[src/core/coh_pkg.sv]
// Purpose: shared constants and types for the operand handshake block
// Assumes: one clock, 16-bit operand words, 64-bit accumulators
// Notes: accumulator quarters are numbered 3 (most significant) down to 0
package coh_pkg;
  localparam int WORD_W = 16;
  localparam int ACC_W = 64;
  localparam int ACC_NUM = 8;
  localparam int ACC_SEL_W = 3;
  localparam int BUF_DEPTH = 2;
  // instruction layout
  localparam int OP_HI = 15;
  localparam int OP_LO = 12;
  localparam logic [3:0] OP_FLOAT = 4'hf; // octal 17
  localparam int CLASS_HI = 11;
  localparam int CLASS_LO = 8;
  localparam logic [3:0] CLASS_LOAD = 4'h7;
  localparam logic [3:0] CLASS_STORE = 4'h6;
  localparam int ACSEL_HI = 7;
  localparam int ACSEL_LO = 6;
  localparam logic [1:0] Q_TOP = 2'h3;
  localparam logic [2:0] WORDS_SINGLE = 3'h2;
  localparam logic [2:0] WORDS_DOUBLE = 3'h4;
  localparam logic [ACC_W-1:0] ACC_RESET = 64'h0;
  localparam logic [WORD_W-1:0] WORD_RESET = 16'h0;

  typedef enum logic [5:0] {
    COH_IDLE = 6'h01,
    COH_LD_WAIT = 6'h02,
    COH_LD_MOVE = 6'h04,
    COH_ST_FIRST = 6'h08,
    COH_ST_WAIT = 6'h10,
    COH_DONE = 6'h20
  } coh_state_t;

  typedef struct packed {
    logic valid;
    logic [WORD_W-1:0] data;
  } coh_word_t;
endpackage

[src/core/coh_handshake.sv]
// Purpose: coprocessor side of the operand transfer handshake
// Assumes: host keeps its own sequencing; inputs synchronous to clk_sys
// Notes: arithmetic is absent; accumulators only hold operands
//
// Summary of operation
// RULE1: host routes an instruction here only when its top four bits are octal 17.
// RULE2: host loads the pending instruction first, then pulses start.
// RULE3: host copies destination general register into input data register first.
// RULE4: instruction decoded and first specific state entered when start arrives.
// RULE5: load: raise sync while waiting for the first operand word.
// RULE6: host starts an operand bus cycle only after sync is seen.
// RULE7: host drives strobe and data together at phase three.
// RULE8: first load word goes into the top quarter of the temporary accumulator.
// RULE9: each further load word goes into the next lower quarter.
// RULE10: host runs another bus cycle only while request stays asserted.
// RULE11: after the last load word, copy temporary into destination accumulator.
// RULE12: single precision moves two words, double precision four.
// RULE13: store: at phase one raise sync, latch top destination word.
// RULE14: host reads the output buffer, then writes the word to memory.
// RULE15: each store strobe clocks the next lower word into the buffer.
// RULE16: drop request once the last word of the precision is handed over.
// RULE17: last single store strobe still latches the third word, never read.
// RULE18: host may copy condition codes, then fetches the next instruction.
// RULE19: direction is set by class: load inward, store outward.
// RULE20: host loops while sync is absent.
// RULE21: initialize pulse clears the major registers.
// RULE22: after initialize, sync and request low and idle until start.
// RULE23: each strobe is one event, advancing the transfer by one word.
module coh_handshake
  import coh_pkg::*;
(
  input wire logic clk_sys,
  input wire logic rst_n,
  input wire logic init_pulse,
  input wire logic instr_load,
  input wire logic [WORD_W-1:0] instr_word,
  input wire logic gr_load,
  input wire logic [WORD_W-1:0] gr_word,
  input wire logic instr_start_strobe,
  input wire logic word_transfer_strobe,
  input wire logic [WORD_W-1:0] load_data,
  input wire logic double_precision,
  input wire logic host_read_ready,
  output logic coproc_ready_sync,
  output logic more_words_request,
  output logic dir_to_memory,
  output logic out_valid,
  output logic [WORD_W-1:0] data_out_mux,
  output logic [WORD_W-1:0] input_data_reg,
  output logic busy
);
  coh_state_t state, next_state;
  logic [WORD_W-1:0] pending_instr_reg, next_pending_instr_reg;
  logic [WORD_W-1:0] next_input_data_reg;
  logic [ACC_W-1:0] temporary_accumulator, next_temporary_accumulator;
  logic [ACC_W-1:0] destination_accumulator [ACC_NUM];
  logic [ACC_W-1:0] next_destination_accumulator [ACC_NUM];
  logic [ACC_SEL_W-1:0] acc_sel, next_acc_sel;
  logic [1:0] quarter, next_quarter;
  logic [2:0] words_left, next_words_left;
  logic next_sync, next_req, next_dir;
  logic strobe_q;
  logic strobe_evt;
  logic buf_in_valid, buf_in_ready;
  logic [WORD_W-1:0] buf_in_data;
  logic [WORD_W-1:0] out_word_q;
  logic buf_out_ready;

  // pick one 16-bit quarter of an accumulator
  function automatic logic [WORD_W-1:0] acc_word(input logic [ACC_W-1:0] a,
                                                 input logic [1:0] q);
    acc_word = a[q*WORD_W +: WORD_W];
  endfunction

  // strobe counted once per rising level, so a long strobe is one word
  assign strobe_evt = word_transfer_strobe && !strobe_q; // RULE23

  // the unread extra word of the last store is dropped before a new top
  // word goes in, else the host would take the stale word as its first
  assign buf_out_ready = host_read_ready ||
                         (state == COH_ST_FIRST); // RULE17

  // two-entry path toward the host so a slow reader loses no word
  coh_word_buf u_out_buf (
    .clk_sys(clk_sys),
    .rst_n(rst_n),
    .in_valid(buf_in_valid),
    .in_ready(buf_in_ready),
    .in_data(buf_in_data),
    .out_valid(out_valid),
    .out_ready(buf_out_ready),
    .out_data(data_out_mux)
  );

  // next state, handshake lines and data path
  always_comb begin
    next_state = state;
    next_pending_instr_reg = pending_instr_reg;
    next_input_data_reg = input_data_reg;
    next_temporary_accumulator = temporary_accumulator;
    next_destination_accumulator = destination_accumulator;
    next_acc_sel = acc_sel;
    next_quarter = quarter;
    next_words_left = words_left;
    next_sync = coproc_ready_sync;
    next_req = more_words_request;
    next_dir = dir_to_memory;
    buf_in_valid = 1'b0;
    buf_in_data = acc_word(destination_accumulator[acc_sel], quarter);
    if (instr_load) next_pending_instr_reg = instr_word;
    if (gr_load) next_input_data_reg = gr_word;
    unique case (state)
      COH_IDLE: begin
        next_sync = 1'b0;
        next_req = 1'b0;
        // decode from the already loaded word, so start lands in a
        // class-specific state on the very next edge
        if (instr_start_strobe &&
            pending_instr_reg[OP_HI:OP_LO] == OP_FLOAT) begin // RULE4
          next_acc_sel = {1'b0, pending_instr_reg[ACSEL_HI:ACSEL_LO]};
          next_quarter = Q_TOP;
          next_words_left = double_precision ? WORDS_DOUBLE
                                             : WORDS_SINGLE; // RULE12
          if (pending_instr_reg[CLASS_HI:CLASS_LO] == CLASS_LOAD) begin
            next_state = COH_LD_WAIT;
            next_dir = 1'b0; // RULE19
            next_sync = 1'b1; // RULE5
            next_req = 1'b1;
          end else if (pending_instr_reg[CLASS_HI:CLASS_LO] ==
                       CLASS_STORE) begin
            next_state = COH_ST_FIRST;
            next_dir = 1'b1; // RULE19
          end
        end
      end
      COH_LD_WAIT: begin
        if (strobe_evt) begin
          // top quarter first, then each lower one
          next_temporary_accumulator[quarter*WORD_W +: WORD_W] =
            load_data; // RULE8 RULE9
          next_quarter = quarter - 2'h1;
          next_words_left = words_left - 3'h1;
          if (words_left == 3'h1) begin
            next_req = 1'b0; // RULE16
            next_sync = 1'b0;
            next_state = COH_LD_MOVE;
          end
        end
      end
      COH_LD_MOVE: begin
        next_destination_accumulator[acc_sel] =
          temporary_accumulator; // RULE11
        next_state = COH_IDLE;
      end
      COH_ST_FIRST: begin
        // phase one: sync up and top word into a drained buffer
        if (!out_valid && buf_in_ready) begin
          buf_in_valid = 1'b1; // RULE13
          next_sync = 1'b1;
          next_req = 1'b1;
          next_quarter = quarter - 2'h1;
          next_words_left = words_left - 3'h1;
          next_state = COH_ST_WAIT;
        end
      end
      COH_ST_WAIT: begin
        // next lower word waits at the buffer input for a strobe
        if (strobe_evt) begin
          buf_in_valid = 1'b1; // RULE15 RULE17
          next_quarter = quarter - 2'h1;
          if (words_left == 3'h0) begin
            next_state = COH_DONE;
          end else begin
            next_words_left = words_left - 3'h1;
            if (words_left == 3'h1) next_req = 1'b0; // RULE16
          end
        end
      end
      COH_DONE: begin
        next_sync = 1'b0;
        next_state = COH_IDLE;
      end
      default: next_state = COH_IDLE;
    endcase
  end

  // registers; init pulse behaves like reset for the major registers
  always_ff @(posedge clk_sys or negedge rst_n) begin
    if (!rst_n) begin
      state <= COH_IDLE;
      pending_instr_reg <= WORD_RESET;
      input_data_reg <= WORD_RESET;
      temporary_accumulator <= ACC_RESET;
      for (int i = 0; i < ACC_NUM; i++)
        destination_accumulator[i] <= ACC_RESET;
      acc_sel <= '0;
      quarter <= Q_TOP;
      words_left <= 3'h0;
      coproc_ready_sync <= 1'b0;
      more_words_request <= 1'b0;
      dir_to_memory <= 1'b0;
      strobe_q <= 1'b0;
    end else if (init_pulse) begin // RULE21
      state <= COH_IDLE; // RULE22
      pending_instr_reg <= WORD_RESET;
      input_data_reg <= WORD_RESET;
      temporary_accumulator <= ACC_RESET;
      for (int i = 0; i < ACC_NUM; i++)
        destination_accumulator[i] <= ACC_RESET;
      acc_sel <= '0;
      quarter <= Q_TOP;
      words_left <= 3'h0;
      coproc_ready_sync <= 1'b0;
      more_words_request <= 1'b0;
      dir_to_memory <= 1'b0;
      strobe_q <= word_transfer_strobe;
    end else begin
      state <= next_state;
      pending_instr_reg <= next_pending_instr_reg;
      input_data_reg <= next_input_data_reg;
      temporary_accumulator <= next_temporary_accumulator;
      destination_accumulator <= next_destination_accumulator;
      acc_sel <= next_acc_sel;
      quarter <= next_quarter;
      words_left <= next_words_left;
      coproc_ready_sync <= next_sync;
      more_words_request <= next_req;
      dir_to_memory <= next_dir;
      strobe_q <= word_transfer_strobe;
    end
  end

  assign busy = (state != COH_IDLE);
  assign out_word_q = acc_word(temporary_accumulator, Q_TOP);

  a_init_quiet: assert property ( // RULE22
    @(posedge clk_sys) disable iff (!rst_n)
    init_pulse |=> !coproc_ready_sync && !more_words_request && !busy)
    else $error("init did not quiet handshake");
  a_load_sync_up: assert property ( // RULE5
    @(posedge clk_sys) disable iff (!rst_n)
    state == COH_LD_WAIT && !$past(init_pulse) && $past(state) == COH_IDLE
    |-> coproc_ready_sync && !dir_to_memory)
    else $error("load began without sync");
  a_load_top_word: assert property ( // RULE8
    @(posedge clk_sys) disable iff (!rst_n)
    state == COH_LD_WAIT && strobe_evt && quarter == Q_TOP && !init_pulse
    |=> out_word_q == $past(load_data))
    else $error("first load word not in top quarter");
  a_load_move: assert property ( // RULE11
    @(posedge clk_sys) disable iff (!rst_n)
    state == COH_LD_MOVE && !init_pulse |=> state == COH_IDLE &&
    destination_accumulator[acc_sel] == $past(temporary_accumulator))
    else $error("temporary not moved to destination");
  a_store_first: assert property ( // RULE13
    @(posedge clk_sys) disable iff (!rst_n)
    state == COH_ST_FIRST && !out_valid && !init_pulse
    |=> coproc_ready_sync && dir_to_memory && state == COH_ST_WAIT)
    else $error("store did not raise sync");
  a_strobe_once: assert property ( // RULE23
    @(posedge clk_sys) disable iff (!rst_n)
    state == COH_LD_WAIT && word_transfer_strobe && strobe_q && !init_pulse
    |=> $stable(quarter) && state == COH_LD_WAIT)
    else $error("held strobe counted twice");
  a_req_drop_single: assert property ( // RULE16
    @(posedge clk_sys) disable iff (!rst_n)
    state == COH_LD_WAIT && strobe_evt && words_left == 3'h1 && !init_pulse
    |=> !more_words_request && !coproc_ready_sync && state == COH_LD_MOVE)
    else $error("request not dropped after the last word");
  a_start_words: assert property ( // RULE12
    @(posedge clk_sys) disable iff (!rst_n)
    state == COH_IDLE && instr_start_strobe && !init_pulse &&
    pending_instr_reg[OP_HI:OP_LO] == OP_FLOAT &&
    pending_instr_reg[CLASS_HI:CLASS_LO] == CLASS_LOAD
    |=> more_words_request && words_left ==
    ($past(double_precision) ? WORDS_DOUBLE : WORDS_SINGLE))
    else $error("word count not set by precision");
  a_start_decodes: assert property ( // RULE4
    @(posedge clk_sys) disable iff (!rst_n)
    state == COH_IDLE && instr_start_strobe && !init_pulse &&
    pending_instr_reg[OP_HI:OP_LO] != OP_FLOAT |=> state == COH_IDLE)
    else $error("non floating instruction started");
endmodule

[src/core/coh_word_buf.sv]
// Purpose: two-entry word buffer with valid/ready on both sides
// Assumes: synchronous use, one write and one read per cycle at most
// Notes: read data comes from a register (head entry)
module coh_word_buf
  import coh_pkg::*;
(
  input wire logic clk_sys,
  input wire logic rst_n,
  input wire logic in_valid,
  output logic in_ready,
  input wire logic [WORD_W-1:0] in_data,
  output logic out_valid,
  input wire logic out_ready,
  output logic [WORD_W-1:0] out_data
);
  logic [WORD_W-1:0] mem [BUF_DEPTH];
  logic [WORD_W-1:0] next_mem [BUF_DEPTH];
  logic [1:0] count;
  logic [1:0] next_count;
  logic push;
  logic pop;

  // honest full/empty from the count
  assign in_ready = (count != 2'h2);
  assign out_valid = (count != 2'h0);
  assign out_data = mem[0];
  assign push = in_valid && in_ready;
  assign pop = out_valid && out_ready;

  // shift register style: entry 0 is always the head
  always_comb begin
    next_mem = mem;
    next_count = count;
    if (pop) begin
      next_mem[0] = mem[1];
    end
    if (push) begin
      if (count == 2'h0 || (count == 2'h1 && pop)) begin
        next_mem[0] = in_data;
      end else begin
        next_mem[pop ? 0 : 1] = in_data;
      end
    end
    next_count = count + 2'(push) - 2'(pop);
  end

  always_ff @(posedge clk_sys or negedge rst_n) begin
    if (!rst_n) begin
      mem[0] <= WORD_RESET;
      mem[1] <= WORD_RESET;
      count <= 2'h0;
    end else begin
      mem <= next_mem;
      count <= next_count;
    end
  end

  a_buf_head_holds: assert property ( // RULE14
    @(posedge clk_sys) disable iff (!rst_n)
    out_valid && !out_ready |=> out_valid && $stable(out_data))
    else $error("buffer head changed before it was read");
endmodule

[config.mk]
export PLATFORM = sky130hd
export DESIGN_NAME = coh_handshake
export DESIGN_NICKNAME = d
export VERILOG_FILES = /design/src/core/coh_pkg.sv /design/src/core/coh_handshake.sv /design/src/core/coh_word_buf.sv
export SDC_FILE = /design/constraint.sdc
export NUM_CORES = 1
export LEC_CHECK = 0
export BUFFER_PORTS_ARGS = -buffer_cell sky130_fd_sc_hd__buf_2
export CAP_MARGIN = 20
export CORE_UTILIZATION = 65
export CTS_CLUSTER_DIAMETER = 50
export CTS_CLUSTER_SIZE = 25
export DETAILED_ROUTE_END_ITERATION = 12
export PLACE_DENSITY = 0.82
export SETUP_SLACK_MARGIN = 0.02
export SLEW_MARGIN = 30
export SYNTH_ARGS = -nofsm -noshare
export SYNTH_HDL_FRONTEND = slang
export SYNTH_SLANG_ARGS = --single-unit
[constraint.sdc]
create_clock -name clk_sys -period 4.45 [get_ports clk_sys]
set_input_delay 0.6675 -clock clk_sys [delete_from_list [all_inputs] [get_ports clk_sys]]
set_output_delay 0.6675 -clock clk_sys [all_outputs]
set_load 0.02 [all_outputs]
Word level (Yosys, flattened, before mapping)
Cells that the tools add are included.
{"block": "word_totals", "regBits": 660, "in_bits": 57, "elab_cells": 166, "out_inout_bits": 37}
{"block": "classes", "reduce_logical": 36, "n_addsub": 5, "n_bitwise": 3, "magnitude_cmp": 4, "shift": 3, "eq_ne": 22, "mux": 71}
{"cell": "2-to-1 mux 512 bit", "count": 2}
{"cell": "bitwise mux 512 bit", "count": 1}
{"cell": "2-to-1 mux 64 bit", "count": 6}
{"cell": "binary-select mux 64 bit (select 3 bit)", "count": 1}
{"cell": "demux 64 bit (select 3 bit)", "count": 1}
{"cell": "2-to-1 mux 16 bit", "count": 8}
{"cell": "bitwise mux 64 bit", "count": 1}
{"cell": "variable shift 16 x 34 -> 64 bit (first input constant)", "count": 1}
{"cell": "variable part select 16 x 34 -> 64 bit", "count": 1}
{"cell": "variable part select 64 x 7 -> 16 bit", "count": 1}
{"cell": "2-to-1 mux 6 bit", "count": 9}
{"cell": "negator 6 -> 34 bit", "count": 1}
{"cell": "bitwise mux 32 bit", "count": 1}
{"cell": "greater-or-equal comparator 32 x 2 -> 1 bit (second input constant)", "count": 1}
{"cell": "less-than comparator 32 x 1 -> 1 bit (second input constant)", "count": 1}
{"cell": "2-to-1 mux 32 bit", "count": 1}
{"cell": "inverter 32 bit", "count": 1}
{"cell": "2-to-1 mux 3 bit", "count": 10}
{"cell": "case mux 6 bit (4 select lines)", "count": 1}
{"cell": "2-to-1 mux 1 bit", "count": 19}
{"cell": "!= test 3 bit (second input constant)", "count": 6}
{"cell": "demux 16 bit (select 1 bit)", "count": 1}
{"cell": "nonzero test 2 bit", "count": 8}
{"cell": "case mux 3 bit (4 select lines)", "count": 1}
{"cell": "other kinds (42)", "count": 60}

Logic depth before layout (Yosys ltp)
Gate-level depths: netlist of run 1.
{"block": "depth", "ltp_word": 12, "mapped_depth": 8}

Hierarchy
From an unflattened synthesis of run 1, not the netlist that was laid out.
{"block": "hier_totals", "cells_unflattened": 1829, "hier_area_um2": 18416.4}
{"mod": "coh_handshake", "area_each_um2": 16656.0, "cells_per_inst": 1688, "n_inst": 1, "seq_area_each_um2": 9087.5}
{"mod": "coh_word_buf", "area_each_um2": 1760.4, "cells_per_inst": 141, "n_inst": 1, "seq_area_each_um2": 850.8}

Worst setup path after synthesis of run 1
Ideal clock, no wire load.
{"block": "synth_timing", "path_type": "flip-flop to flip-flop", "startpoint": "register quarter[0]", "endpoint": "register temporary_accumulator[12]", "setup_slack_ns": 2.188, "path_stages_with_launch": 7, "arrival_time_ns": 2.179, "t_required_ns": 4.367, "path_buffers": 1, "cell_sequence": "dfstp_2 -> inv_1 -> ha_1 -> nor4b_1 -> clkbuf_1 -> nand2_1 -> o21ai_0"}
{"block": "synth_via", "elab_chain_len": 6}
{"item": "start: declaration", "line_no": "coh_handshake.sv:59", "text": "logic [1:0] quarter, next_quarter;"}
{"item": "start signal: assignment", "line_no": "coh_handshake.sv:224", "text": "quarter <= next_quarter;"}
{"item": "negator 6 -> 34 bit (*)", "line_no": "coh_handshake.sv:139", "text": "next_temporary_accumulator[quarter*WORD_W +: WORD_W] ="}
{"item": "variable part select 16 x 34 -> 64 bit or variable shift 16 x 34 -> 64 bit (tied branches)", "line_no": "coh_handshake.sv:139"}
{"item": "bitwise mux 64 bit (*)", "line_no": "coh_handshake.sv:139"}
{"item": "2-to-1 mux 64 bit (*)", "line_no": "coh_handshake.sv:137", "text": "if (strobe_evt) begin"}
{"item": "2-to-1 mux 64 bit (*)", "line_no": "coh_handshake.sv:112", "text": "unique case (state)"}
{"item": "2-to-1 mux 64 bit (*)", "line_no": "coh_handshake.sv:203", "text": "end else if (init_pulse) begin"}
{"item": "end signal: assignment", "line_no": "coh_handshake.sv:221", "text": "temporary_accumulator <= next_temporary_accumulator;"}
{"item": "end: declaration", "line_no": "coh_handshake.sv:55", "text": "logic [ACC_W-1:0] temporary_accumulator, next_temporary_accumulator;"}
Mark *: on every way between the ends. The rest lies on a longest branch, timed or not. The select of a mux whose other input is x is not followed.
A chain may end at the register's enable or synchronous reset.

Final worst setup path of run 1
{"block": "layout_timing", "startpoint": "register acc_sel[1]", "endpoint": "register destination_accumulator[334] in the netlist's numbering"}
{"block": "layout_via", "elab_chain_len": 8}
{"item": "start: declaration", "line_no": "coh_handshake.sv:58", "text": "logic [ACC_SEL_W-1:0] acc_sel, next_acc_sel;"}
{"item": "start signal: assignment", "line_no": "coh_handshake.sv:223", "text": "acc_sel <= next_acc_sel;"}
{"item": "inverter 3 -> 4 bit (not written as such) (*)", "line_no": "coh_handshake.sv:151", "text": "next_destination_accumulator[acc_sel] ="}
{"item": "greater-or-equal comparator 4 bit (not written as such) or less-than comparator 4 x 1 -> 1 bit (tied branches)", "line_no": "coh_handshake.sv:151"}
{"item": "logical AND 1 bit (not written as such)", "line_no": "coh_handshake.sv:151"}
{"item": "2-to-1 mux 64 bit (not written as such)", "line_no": "coh_handshake.sv:151"}
{"item": "demux 64 bit (select 3 bit) (*)", "line_no": "coh_handshake.sv:151"}
{"item": "bitwise mux 512 bit (*)", "line_no": "coh_handshake.sv:151"}
{"item": "2-to-1 mux 512 bit (*)", "line_no": "coh_handshake.sv:112"}
{"item": "2-to-1 mux 512 bit (*)", "line_no": "coh_handshake.sv:203"}
{"item": "end signal: assignment", "line_no": "coh_handshake.sv:222", "text": "destination_accumulator <= next_destination_accumulator;"}
{"item": "end: declaration", "line_no": "coh_handshake.sv:56", "text": "logic [ACC_W-1:0] destination_accumulator [ACC_NUM];"}
Marks and branches as above.

==> out/metrics.csv, run 1 <==
metric,value,unit
Largest Register,destination_accumulator,
worst path required time,4900,ps
Setup crit end kind,flip-flop,
worst skew pair latency,540,ps
Fin. Hold Viols,0,
Yosys reg bits,397,
Area Growth Syn to Fin,10.0,%
Rel. slew slack,33.6,%
setup TNS,0,ps
Synth top cells by count,"nand2_1, dfrtp_1, a21oi_1",
Rows,60,
clock sinks,397,
Max VDD drop,0.355,mV
final setup fails,0,
die area,28700,um2
Worst Skew,40.8,ps
Startpoint Class,flip-flop,
initial antenna violation count,1,
Int Pwr,5.55,mW
vias in the first global route,14100,
Post-Synthesis Mean Instance Area,9.51,um2
number of gates resized after CTS,0,
crit path max fanout,64,
Mapped Cells,1915,
Cell Pwr Density,365,nW/um2
Critical path buffers and inverters,3,
Post-route DRC,0,
Post-Syn Nets,1980,
NetSw,1.75,mW
Post-DP HPWL,26300,um
hold crit path type,input port to asynchronous set/reset pin,
Initial Util,67.0,%
critical path's slowest cell,dfrtp_2,
Overall Global Routing Usage,34.3,%
wire per inst,20.4,um
first-pass GRT wire length,75500,um
Post-DRT Antenna Nets,0,
share of cells above drive strength 1,14.0,%
power share of the sequential group,50.4,%
Max stage delay on crit path,900,ps
Worst EP arrival,3320,ps
"EDFF count, synth",0,
"top cells by area, synth","dfrtp_1, nand2_1, mux4_2",
total power draw,7.31,mW
Final Wtd Congestion,0.901,
Mapped Area,18200,um2
Final Util,73.7,%
crit path cell chain,buf_12 > inv_1 > nor3_4 > buf_4 > nand2_1 > a21oi_1,
CTS tree,built,
IO Port Bufs,87,
Die Ht,169,um
Hold Slack,181,ps
Max clock buf depth,3,
Final Cycle Share,64.5,%
via count,14400,
Layout Nets,1977,
biggest regs,"destination_accumulator x256, temporary_accumulator x64",
Sw Ratio,24.0,%
fillers,1946,
max-cap violation count,0,
Worst-Margin Slew,996,ps
drt via density,6.24,
Pleak,8.41,nW
"count leader, synth",nand2_1,
starting DRC count in detailed routing,1688,
post-route minimum period,2870,ps
Die Wd,169,um
Synth cell types,54,
Largest register FFs,256,
clock share of power,45.1,%
status,finished clean,
Comb power frac,4.4,%
io pins,94,
CTS root buffer,clkbuf_16,
drt total wl,47200,um
count of hold-fix buffers inserted at cts,0,
post-synthesis async set-or-reset flop share,100,%
synthesis warning total,0,
post-synth top area cell,dfrtp_1,
top cell type's share of synthesized area,54.2,%
DRT Pass-1 Iters,8,
RSZ-0062 raised after global routing,false,
Core Box Area,27200,um2
"Seq/Total Area, Yosys",54.6,%
critical path's top delay family,buffers and inverters,
H-tree levels,2,
ys flop type,dfrtp_1,
setup bufs post-CTS,0,
Crit Path Class,flip-flop to flip-flop,
largest net degree at the start of global routing,155,
fmax,349,MHz
"Slew Viols, Final",0,
Worst-path clk slew,80,ps
gr ovfl total,0,
number of CTS-inserted buffers,37,
-- through the flow --
step,instances,instance area (um2),worst slack (ps)
after floorplan,1915,18200,2190
after global placement,2243,18700,1320
after detailed placement,2245,18800,1620
after CTS,2310,20000,1610
after global routing,2311,20000,1440
final,2311,20000,1580
-- cells in the final DEF, fill, tap and decap left out, types with 4 or more instances in the layout --
cell type and instances:
mux2i_1 26, nand2b_1 4, a21oi_1 267, o21ai_0 88
ha_1 8, o221ai_1 16, a22o_1 32, a21oi_2 5
and4_1 4, nand2_1 690, clkinvlp_4 4, clkinv_4 8
nor3_1 6, buf_4 20, dfrtp_1 392, clkbuf_16 37
mux4_2 64, inv_8 6, nand4_1 4, inv_1 26
buf_12 6, nor2_1 54, buf_2 85, bufinv_16 4
nand3_1 9
-- cells by family (layout without fill, tap and decap cells) --
family	Yosys count	count (layout)	synth area share [%]
and+or+nand+nor	804	804	17.7
AOI/OAI and AO/OA	430	430	13.2
DFF	397	397	54.6
buffers and inverters	182	205	4.44
muxes	90	90	9.35
adders and majority gates	8	8	0.550
xor gates and xnor gates	4	4	0.192
other	0	1	0
-- worst paths after layout --
| path | start | to | slack [ps] | depth (start not counted) |
|---|---|---|---|---|
| setup / recovery | acc_sel[1]$_DFFE_PN0P_ | destination_accumulator[334]$_DFFE_PN0P_ | 1580 | 6 |
| hold / removal | rst_n | input_data_reg[12]$_DFFE_PN0P_ | 180 | 1 |
| setup reg to reg | acc_sel[1]$_DFFE_PN0P_ | destination_accumulator[334]$_DFFE_PN0P_ | 1580 | 6 |
| hold reg to reg | u_out_buf.mem[12]$_DFFE_PN0P_ | u_out_buf.mem[12]$_DFFE_PN0P_ | 480 | 2 |
| max in group asynchronous | rst_n | destination_accumulator[401]$_DFFE_PN0P_ | 3280 | 2 |
| min in group clk_sys | word_transfer_strobe | strobe_q$_DFF_PN0_ | 300 | 1 |
-- power by group through the flow --
stage	clock network (mW)	logic, mW	registers, mW
2_1_floorplan	0	0.168	3.76
3_3_place_gp	0	0.317	3.75
3_5_place_dp	0	0.323	3.75
4_1_cts	3.33	0.325	3.68
5_1_grt	3.47	0.357	3.69
6_report	3.30	0.323	3.69
-- routing by layer --
metal	track usage, %	wire length [um]
met1	46.3	18200
met2	55.3	22800
met3	6.46	4660
met4	13.9	1540
met5	0	0
-- final cells by class --
| cell class | instances | area [um2] | share of cell area, % |
|---|---|---|---|
| Antenna cell | 1 | 2.50 | 0.0125 |
| Multi-Input combinational cell | 1336 | 7530 | 37.6 |
| Clock inverter | 28 | 329 | 1.64 |
| Tap cell | 372 | 465 | 2.32 |
| Inverter | 26 | 97.6 | 0.487 |
| Sequential cell | 397 | 9940 | 49.6 |
| Clock buffer | 37 | 926 | 4.62 |
| Timing Repair Buffer | 114 | 737 | 3.68 |
No activity file was read; power rests on OpenSTA's default activity.
==> run 2: changes to the inputs <==
- CORE_UTILIZATION: 65 -> 55
- PLACE_DENSITY: 0.82 -> 0.74
- clock period: 4.45 -> 2.5 ns (I/O delays scaled with it)
==> out/metrics.csv, run 2 (synthesis gave the netlist of run 1 again) <==
metric,value,unit,change
status,finished clean,,
Hold Slack,106,ps,-74.9 ps
H-tree levels,2,,unchanged
Crit Path Class,flip-flop to output pin,,
Max stage delay on crit path,530,ps,-370 ps
Post-route DRC,0,,unchanged
drt total wl,48300,um,+2.3%
io pins,94,,unchanged
Rows,66,,+10%
crit path max fanout,11,,-83%
most frequent cells in the layout,"nand2_1, dfrtp_1, a21oi_1",,
Pleak,8.71,nW,+3.6%
final setup fails,0,,unchanged
worst path required time,2120,ps,-2780 ps
RSZ-0062 raised after global routing,false,,
DRT Pass-1 Iters,5,,-3
post-placement cell area,19400,um2,+3.2%
post-route minimum period,2370,ps,
vias in the first global route,14600,,+3.5%
placed cell count,2362,,+5.2%
Worst EP arrival,2000,ps,-1320 ps
Overall Global Routing Usage,29.7,%,-4.6 points
die area,33800,um2,+18%
R2R Setup Slk,230,ps,-1350 ps
Reg2Reg Capture Point,dir_to_memory$_DFFE_PN0P_,,
biggest regs,"destination_accumulator x256, temporary_accumulator x64",,
Initial Util,55.9,%,-11 points
fillers,2615,,+34%
CTS root buffer,clkbuf_16,,
Largest register FFs,256,,unchanged
setup TNS,0,ps,unchanged
R2R depth,5,,-1
Core Box Area,32500,um2,+20%
Fin. Hold Viols,0,,unchanged
starting DRC count in detailed routing,1227,,-27%
via count,14400,,+0.20%
non-filler instance count after layout,2433,,+5.3%
"commonest non-fill, non-tap cell in the layout",nand2_1,,
drt via density,5.94,,-4.8%
wire per inst,19.8,um,-2.8%
Die Wd,184,um,+8.6%
Max clock buf depth,3,,unchanged
Startpoint Class,flip-flop,,
Worst Hold End,input_data_reg[7]$_DFFE_PN0P_,,
Reg-to-Reg Start,state[3]$_DFFE_PN0P_,,
largest net degree at the start of global routing,81,,-48%
Worst-path clk slew,60,ps,-20 ps
area of the multi-input gates,7500,um2,-0.40%
Final Util,63.6,%,-10 points
"Slew Viols, Final",0,,unchanged
Post-DP HPWL,28700,um,+9.2%
Hold Path Origin,gr_word[7],,
Rel. slew slack,37.0,%,+3.4 points
Layout Nets,2026,,+2.5%
count of hold-fix buffers inserted at cts,2,,+2
Post-DRT Antenna Nets,0,,unchanged
Die Ht,184,um,+8.6%
Largest Register,destination_accumulator,,
Worst Skew,37.4,ps,-3.41 ps
Setup crit end kind,output pin,,
fmax,421,MHz,
IO Port Bufs,87,,unchanged
FF+latch area,9950,um2,about the same
crit path cell chain,nor2_1 > and4b_1 > inv_1 > buf_2,,
first-pass GRT wire length,77600,um,+2.8%
Final Instance Area,20700,um2,+3.2%
Area Growth Syn to Fin,13.6,%,
gr ovfl total,0,,unchanged
Cell Pwr Density,633,nW/um2,+74%
setup bufs post-CTS,0,,unchanged
initial antenna violation count,2,,+1
hold crit path type,input port to flip-flop,,
critical path's slowest cell,dfrtp_1,,
CTS tree,built,,
share of cells above drive strength 1,15.7,%,+1.7 points
Hold Crit Depth,3,,
Max VDD drop,0.618,mV,+74%
number of CTS-inserted buffers,37,,unchanged
Final Wtd Congestion,0.860,,-4.5%
clock sinks,397,,unchanged
max-cap violation count,0,,unchanged
Final Cycle Share,94.9,%,
worst skew pair latency,540,ps,about the same
number of gates resized after CTS,0,,unchanged
Worst-Margin Slew,944,ps,-52.4 ps
run 2: final cells by class:
type	count	area share, %
Clock inverter	23	1.32
Clock buffer	43	4.89
Multi-Input combinational cell	1336	36.3
Antenna cell	3	0.0363
Sequential cell	397	48.1
Tap cell	442	2.67
Inverter	26	0.472
Timing Repair Buffer	163	6.25
run 2: through the flow:
step                setup slack, ps  power (mW)
floorplan                       238        6.99
global placement                154        7.28
detailed placement              288        7.29
CTS                             178        13.2
global route                   78.9        13.5
finish                          126        13.1
run 2: worst max path at each step:
| stage | startpoint | end | slack, ps | cells after the start |
|---|---|---|---|---|
| 2_1_floorplan | quarter[0]$_DFFE_PN1P_ | temporary_accumulator[12]$_DFFE_PN0P_ | 240 | 6 |
| 3_3_place_gp | quarter[0]$_DFFE_PN1P_ | u_out_buf.out_data[11]$_DFF_PN0_ | 150 | 5 |
| 6_report | state[4]$_DFFE_PN0P_ | busy | 130 | 4 |
| 5_1_grt | state[4]$_DFFE_PN0P_ | busy | 80 | 4 |
| 4_1_cts | state[5]$_DFFE_PN0P_ | busy | 180 | 4 |
| 3_5_place_dp | acc_sel[0]$_DFFE_PN0P_ | u_out_buf.out_data[10]$_DFF_PN0_ | 290 | 5 |
run 2: critical path, delay by kind of cell, from the launching register on:
kind | cells | cell delay, ps
buf+inv | 2 | 320
flops | 1 | 530
simple gates | 2 | 630
run 2: per-layer routing:
metal  part of all wire, %  GRT usage, %
met2                    48          48.7
met1                    39          39.8
met5                     0             0
met3                   8.9          4.97
met4                   3.3          10.9
run 2: report_power, final:
part | switching, mW | leakage (nW) | internal (mW) | total (mW)
clock | 2.62 | 0.624 | 3.30 | 5.92
sequential | 0.0603 | 5.46 | 6.50 | 6.56
combinational | 0.433 | 2.63 | 0.172 | 0.605
total | 3.11 | 8.71 | 9.98 | 13.1
